### src/common/lbsrc_pkg.sv
// package for the local bus strobe and ready control block
package lbsrc_pkg;
    // t-states of one bus cycle
    typedef enum logic [2:0] {
        LBSRC_TI,
        LBSRC_T1,
        LBSRC_T2,
        LBSRC_T3,
        LBSRC_TW,
        LBSRC_T4
    } lbsrc_tstate_t;

    // transfer kinds requested by the core
    localparam logic [1:0] LBSRC_XFER_WORD = 2'h0;
    localparam logic [1:0] LBSRC_XFER_UPPER = 2'h1;
    localparam logic [1:0] LBSRC_XFER_LOWER = 2'h2;
    localparam logic [1:0] LBSRC_XFER_REFRESH = 2'h3;

    // queue status codes, high bit on the write-strobe pin
    localparam logic [1:0] LBSRC_QS_NONE = 2'h0;
    localparam logic [1:0] LBSRC_QS_FIRST = 2'h1;
    localparam logic [1:0] LBSRC_QS_SUBSEQ = 2'h3;
    localparam logic [1:0] LBSRC_QS_EMPTY = 2'h2;

    // reset values of the pins
    localparam logic LBSRC_RST_STROBE_N = 1'h1;
    localparam logic LBSRC_RST_ALE = 1'h0;
    // cycles after reset release before the mode pin is sampled
    localparam int LBSRC_MODE_SAMPLE_CYCLES = 1;
endpackage : lbsrc_pkg

### src/verilog/lbsrc_ready_sync.sv
// ready input combiner with two-flop synchroniser for the asynchronous ready
`timescale 1ns/1ps
module lbsrc_ready_sync
    import lbsrc_pkg::*;
(
    input wire logic i_ref_clk,
    input wire logic i_arst_n,
    input wire logic i_async_ready,
    input wire logic i_sync_ready,
    output logic o_ready
);
    logic meta_r;
    logic meta_nxt;
    logic sync_r;
    logic sync_nxt;

    always_comb begin
        meta_nxt = i_async_ready;
        sync_nxt = meta_r;
    end

    always_ff @(posedge i_ref_clk or negedge i_arst_n) begin
        if (!i_arst_n) begin
            meta_r <= 1'h0;
            sync_r <= 1'h0;
        end else begin
            meta_r <= meta_nxt;
            sync_r <= sync_nxt;
        end
    end

    // sync ready needs no synchroniser; either input ends the wait
    assign o_ready = sync_r | i_sync_ready;
endmodule : lbsrc_ready_sync

### src/verilog/lbsrc_bus_ctrl.sv
// local bus strobe, byte-enable, queue-status and ready control
`timescale 1ns/1ps
module lbsrc_bus_ctrl
    import lbsrc_pkg::*;
#(
    parameter bit NARROW_BUS = 1'b0
)
(
    input wire logic i_ref_clk,
    input wire logic i_arst_n,
    // core side request
    input wire logic i_cyc_req,
    input wire logic i_cyc_write,
    input wire logic [1:0] i_cyc_xfer,
    input wire logic i_enhanced_mode,
    input wire logic [1:0] i_queue_stat,
    // pins
    input wire logic i_async_ready,
    input wire logic i_sync_ready,
    input wire logic i_queue_mode_select,
    output logic o_upper_byte_enable_n,
    output logic o_addr_bit0,
    output logic o_ale,
    output logic o_write_strobe_n,
    output logic o_read_strobe_n,
    output logic o_read_strobe_oe,
    output logic o_ad_oe,
    // core side status
    output logic o_cyc_ack,
    output logic o_busy,
    output logic o_queue_mode,
    output logic [2:0] o_tstate
);
    lbsrc_tstate_t state_r;
    lbsrc_tstate_t state_nxt;
    logic write_r;
    logic write_nxt;
    logic [1:0] xfer_r;
    logic [1:0] xfer_nxt;
    logic ube_n_r;
    logic ube_n_nxt;
    logic a0_r;
    logic a0_nxt;
    logic ale_r;
    logic ale_nxt;
    logic wr_n_r;
    logic wr_n_nxt;
    logic rd_n_r;
    logic rd_n_nxt;
    logic ad_oe_r;
    logic ad_oe_nxt;
    logic ack_r;
    logic ack_nxt;
    logic qmode_r;
    logic qmode_nxt;
    logic sampled_r;
    logic sampled_nxt;
    logic ready;

    lbsrc_ready_sync u_ready (
        .i_ref_clk(i_ref_clk),
        .i_arst_n(i_arst_n),
        .i_async_ready(i_async_ready),
        .i_sync_ready(i_sync_ready),
        .o_ready(ready)
    );

    // enable pin value for a transfer kind
    function automatic logic ube_n_of(input logic [1:0] xfer, input logic narrow,
                                      input logic enh);
        logic v;
        v = 1'b1;
        if (narrow) begin
            v = !(xfer == LBSRC_XFER_REFRESH && enh);
        end else begin
            unique case (xfer)
                LBSRC_XFER_WORD: v = 1'b0;
                LBSRC_XFER_UPPER: v = 1'b0;
                LBSRC_XFER_LOWER: v = 1'b1;
                LBSRC_XFER_REFRESH: v = 1'b1;
            endcase
        end
        return v;
    endfunction : ube_n_of

    // address bit zero for a transfer kind
    function automatic logic a0_of(input logic [1:0] xfer);
        return (xfer == LBSRC_XFER_UPPER) || (xfer == LBSRC_XFER_REFRESH);
    endfunction : a0_of

    // mode strap captured once, the cycle after release
    always_comb begin
        qmode_nxt = qmode_r;
        sampled_nxt = sampled_r;
        if (!sampled_r) begin
            qmode_nxt = !i_queue_mode_select;
            sampled_nxt = 1'b1;
        end
    end

    always_ff @(posedge i_ref_clk or negedge i_arst_n) begin
        if (!i_arst_n) begin
            qmode_r <= 1'b0;
            sampled_r <= 1'b0;
        end else begin
            qmode_r <= qmode_nxt;
            sampled_r <= sampled_nxt;
        end
    end

    always_comb begin
        state_nxt = state_r;
        write_nxt = write_r;
        xfer_nxt = xfer_r;
        ube_n_nxt = ube_n_r;
        a0_nxt = a0_r;
        ale_nxt = 1'b0;
        wr_n_nxt = LBSRC_RST_STROBE_N;
        rd_n_nxt = LBSRC_RST_STROBE_N;
        ad_oe_nxt = 1'b0;
        ack_nxt = 1'b0;
        unique case (state_r)
            LBSRC_TI: begin
                ube_n_nxt = LBSRC_RST_STROBE_N;
                if (i_cyc_req && sampled_r) begin
                    state_nxt = LBSRC_T1;
                    write_nxt = i_cyc_write;
                    xfer_nxt = i_cyc_xfer;
                    // enable and bit zero set at T1 and held for the cycle
                    ube_n_nxt = ube_n_of(i_cyc_xfer, NARROW_BUS, i_enhanced_mode);
                    a0_nxt = a0_of(i_cyc_xfer);
                    ale_nxt = 1'b1;
                    ad_oe_nxt = 1'b1;
                end
            end
            LBSRC_T1: begin
                state_nxt = LBSRC_T2;
                // address still driven when the latch strobe falls
                ad_oe_nxt = write_r;
                wr_n_nxt = !write_r;
                // read waits one state so the bus is released first
            end
            LBSRC_T2, LBSRC_T3, LBSRC_TW: begin
                if (state_r == LBSRC_T2) begin
                    state_nxt = LBSRC_T3;
                end else if (ready) begin
                    state_nxt = LBSRC_T4;
                end else begin
                    state_nxt = LBSRC_TW;
                end
                ad_oe_nxt = write_r;
                wr_n_nxt = !write_r;
                rd_n_nxt = write_r || ad_oe_r;
                if (state_nxt == LBSRC_T4) begin
                    wr_n_nxt = 1'b1;
                    rd_n_nxt = 1'b1;
                end
            end
            LBSRC_T4: begin
                state_nxt = LBSRC_TI;
                ack_nxt = 1'b1;
            end
        endcase
    end

    always_ff @(posedge i_ref_clk or negedge i_arst_n) begin
        if (!i_arst_n) begin
            state_r <= LBSRC_TI;
            write_r <= 1'b0;
            xfer_r <= LBSRC_XFER_WORD;
            ube_n_r <= LBSRC_RST_STROBE_N;
            a0_r <= 1'b0;
            ale_r <= LBSRC_RST_ALE;
            wr_n_r <= LBSRC_RST_STROBE_N;
            rd_n_r <= LBSRC_RST_STROBE_N;
            ad_oe_r <= 1'b0;
            ack_r <= 1'b0;
        end else begin
            state_r <= state_nxt;
            write_r <= write_nxt;
            xfer_r <= xfer_nxt;
            ube_n_r <= ube_n_nxt;
            a0_r <= a0_nxt;
            ale_r <= ale_nxt;
            wr_n_r <= wr_n_nxt;
            rd_n_r <= rd_n_nxt;
            ad_oe_r <= ad_oe_nxt;
            ack_r <= ack_nxt;
        end
    end

    // queue mode reuses the latch and write pins for status
    assign o_ale = qmode_r ? i_queue_stat[0] : ale_r;
    assign o_write_strobe_n = qmode_r ? i_queue_stat[1] : wr_n_r;
    // pin is an input strap until sampled, then driven only in strobe mode
    assign o_read_strobe_n = rd_n_r;
    assign o_read_strobe_oe = sampled_r && !qmode_r;
    assign o_upper_byte_enable_n = ube_n_r;
    assign o_addr_bit0 = a0_r;
    assign o_ad_oe = ad_oe_r;
    assign o_cyc_ack = ack_r;
    assign o_busy = state_r != LBSRC_TI;
    assign o_queue_mode = qmode_r;
    assign o_tstate = state_r;
endmodule : lbsrc_bus_ctrl

### config.mk
export PLATFORM = sky130hd
export DESIGN_NAME = lbsrc_bus_ctrl
export DESIGN_NICKNAME = d
export VERILOG_FILES = /design/src/common/lbsrc_pkg.sv /design/src/verilog/lbsrc_ready_sync.sv /design/src/verilog/lbsrc_bus_ctrl.sv
export SDC_FILE = /design/constraint.sdc
export NUM_CORES = 1
export LEC_CHECK = 0
export BUFFER_PORTS_ARGS = -buffer_cell sky130_fd_sc_hd__clkbuf_2
export CAP_MARGIN = 30
export CORE_MARGIN = 2
export CORE_UTILIZATION = 27
export CTS_CLUSTER_DIAMETER = 120
export DETAILED_ROUTE_END_ITERATION = 12
export GPL_ROUTABILITY_DRIVEN = 0
export GPL_TIMING_DRIVEN = 0
export PLACE_DENSITY = 0.45
export REMOVE_ABC_BUFFERS = 1
export SKIP_CTS_REPAIR_TIMING = 1
export SLEW_MARGIN = 5
export SYNTH_ARGS = -nofsm -noshare
export SYNTH_HDL_FRONTEND = slang
export SYNTH_SLANG_ARGS = --single-unit
### constraint.sdc
create_clock -name i_ref_clk -period 2.4 [get_ports i_ref_clk]
set_input_delay 0.24 -clock i_ref_clk [delete_from_list [all_inputs] [get_ports i_ref_clk]]
set_output_delay 0.24 -clock i_ref_clk [all_outputs]
set_load 0.02 [all_outputs]
==> flow_summary.toml <==
[clocking]
htreeDepth = 1
clock_tree.root_cell = "sky130_fd_sc_hd__clkbuf_4"
tritoncts = "yes"
clkTransAtPathRegs_ps = 90
clkSinkCount = 15
clk_latency_ps = 290
cts_buffers = 3
clk_path_buf_depth = 2

[sta]
finalSetupViolCount = 0
setup-tns-final_ps = 0
finalCriticalPeriod_ps = 1540
rsz0062_at_grt = "false"
worst_slack_setup_final_ps = 860
timing.final.hold_violations = 0
final.hold.worst_slack_ps = 59.3
slew_limit_fails = 0
maxClockFrequency_mhz = 649
clock-skew-final_ps = 7.70
post-route-period-util_pct = 64.2

[detailed_routing]
vias_per_cell = 4.35
finalWirelength_um = 1220
route.detailed.wl_per_inst_um = 11.3
ant_nets = 0
route.detailed.drc = 0
detail_route.first_pass.iterations = 4
drt_iter0_drc = 13
route.vias.total = 470

[outcome]
run_status = "finished, final reports clean"

[power]
power_per_cell_area_mw_per_mm2 = 1200
design_power_total_mw = 0.961
p_leak_nw = 0.395
irDropWorstVdd_mv = 0.711

[synthesis]
synth.area.top_cells = "sky130_fd_sc_hd__dfrtp_1, sky130_fd_sc_hd__dfstp_2, sky130_fd_sc_hd__mux2_4"
synth.distinct_cells = 22
yosys_register_bits = 15
netlist.area_leader.share_pct = 46.2
netlist.top_cell.by_area = "sky130_fd_sc_hd__dfrtp_1"
post_synthesis_sequential_area_ratio_pct = 58.4
synth_warnings = 0
synth_area_per_cell_sq_um = 11.6
synthesis.area_sq_um = 649
syn_inst = 56

[final_layout]
final_nets = 93
multi_input_comb_area_sq_um = 220
syn2layout_area_growth_pct = 23.5
layout.cells.most_common_list = "sky130_fd_sc_hd__clkbuf_2, sky130_fd_sc_hd__dfrtp_1, sky130_fd_sc_hd__nor2_1"
layout-drive-gt1-share_pct = 45.0
number_of_standard_cells_in_the_layout_taps_in_and_fillers_out = 108
fill_cells = 238
final_util_pct = 35.9
seq_area_sq_um = 379
post-route-cell-area_sq_um = 802
layout_commonest_cell = "sky130_fd_sc_hd__clkbuf_2"
number_of_antenna_cells_inserted = 0

[floorplan]
core-area_sq_mm = 0.00223
io_pins = 25
vertical_extent_of_the_die_um = 53.0
core.rowCount = 17
fp.dieW_um = 53.0
initial_core_util_pct = 29.1
floorplan.die_area_sq_mm = 0.00281

[placement]
placement.cell_area_sq_um = 764
post-place-ws_ps = 864
placement.io_buffers = 23
placedCellCount = 103
dpl.hpwl_um = 896

[setup_path]
start_kind = "register"
timing_worst_setup_path_type = "register to register"
path_cells = "nor3_4 -> and3_1 -> mux2_4"
slowest_delay_ps = 520
critPathSlowestCell = "sky130_fd_sc_hd__dfrtp_1"
critPathArrivalTime_ps = 1720
cp_data_required_time_ps = 2580
critPathCaptureType = "register"
critical_path_fanouts_max = 10

[min_path]
hp-class = "primary input to register"

[global_routing]
all_layer_gr_usage_pct = 10.4
grt-ovfl-total = 0
grt_max_degree = 16
antenna_found_initial = 0
grt_first_pass_wirelength_um = 2060
first_global_vias = 440

[job]
max_cap_violations = 0
-- layer usage --
metal / up-vias / track usage (%) / share of wire (%)
met2: 26 / 14.2 / 40
met3: 2 / 4.24 / 9.9
met4: 0 / 3.85 / 1.1
met5: - / 0 / 0
li1: 234 / - / -
met1: 208 / 14.5 / 49
-- report_power, final --
part           switching (mW)  internal, mW  total, mW
combinational           0.204         0.168      0.372
sequential              0.102         0.343      0.445
clock                  0.0827        0.0619      0.145
-- logic make-up after synthesis --
| group | after synthesis | synth area share (%) |
|---|---|---|
| AOI/OAI and AO/OA | 13 | 12.7 |
| xor gates and xnor gates | 1 | 1.35 |
| buffers and inverters | 8 | 7.71 |
| DFF | 15 | 58.4 |
| muxes | 4 | 8.09 |
| other | 1 | 0.577 |
| and+or+nand+nor | 14 | 11.2 |
-- sequential cells by signal (all words and copies together), names as in the netlist --
signal                 flops
o_tstate                   3
o_read_strobe_n            1
sampled_r                  1
o_addr_bit0                1
write_r                    1
u_ready.sync_r             1
o_queue_mode               1
o_upper_byte_enable_n      1
o_cyc_ack                  1
wr_n_r                     1
o_ad_oe                    1
ale_r                      1
u_ready.meta_r             1
-- layout make-up --
class / count / area share (%)
sequential: 15 / 47.3
inverter: 4 / 1.87
tap: 28 / 4.37
multi-input combinational: 33 / 27.5
timing repair buffer: 24 / 15.6
clock inverter: 1 / 0.624
clock buffer: 3 / 2.81
-- synthesized netlist by cell type --
master and count:
sky130_fd_sc_hd__and3_1 1, sky130_fd_sc_hd__o31ai_1 1, sky130_fd_sc_hd__o21ai_0 4, sky130_fd_sc_hd__conb_1 1, sky130_fd_sc_hd__xnor2_1 1, sky130_fd_sc_hd__buf_2 1
sky130_fd_sc_hd__nor3_4 1, sky130_fd_sc_hd__a31o_2 1, sky130_fd_sc_hd__buf_6 2, sky130_fd_sc_hd__mux2_2 2, sky130_fd_sc_hd__a211o_1 2, sky130_fd_sc_hd__buf_4 1
sky130_fd_sc_hd__inv_1 4, sky130_fd_sc_hd__mux2_4 2, sky130_fd_sc_hd__nor2_1 6, sky130_fd_sc_hd__a2bb2oi_1 1, sky130_fd_sc_hd__nand3b_1 1, sky130_fd_sc_hd__dfstp_2 3
sky130_fd_sc_hd__nand3_1 1, sky130_fd_sc_hd__a21oi_1 4, sky130_fd_sc_hd__nand2_1 4, sky130_fd_sc_hd__dfrtp_1 12
-- critical path, delay by kind of cell, from the launching register on --
| kind | cells | cell delay [ps] |
|---|---|---|
| mux | 1 | 330 |
| simple gates | 2 | 600 |
| flops | 1 | 520 |
-- worst paths after layout --
kind	startpoint	endpoint	slack, ps	cells after the start
min in group asynchronous	i_arst_n	ale_r	390	2
worst max register to register	o_tstate[1]	o_addr_bit0	860	3
max in group asynchronous	i_arst_n	o_read_strobe_n	1710	2
worst min-delay path	i_async_ready	u_ready.meta_r	60	1
worst min register to register	u_ready.meta_r	u_ready.sync_r	350	0
worst max-delay path	o_tstate[1]	o_addr_bit0	860	3
Note: power is estimated with default switching activity, not from simulation.
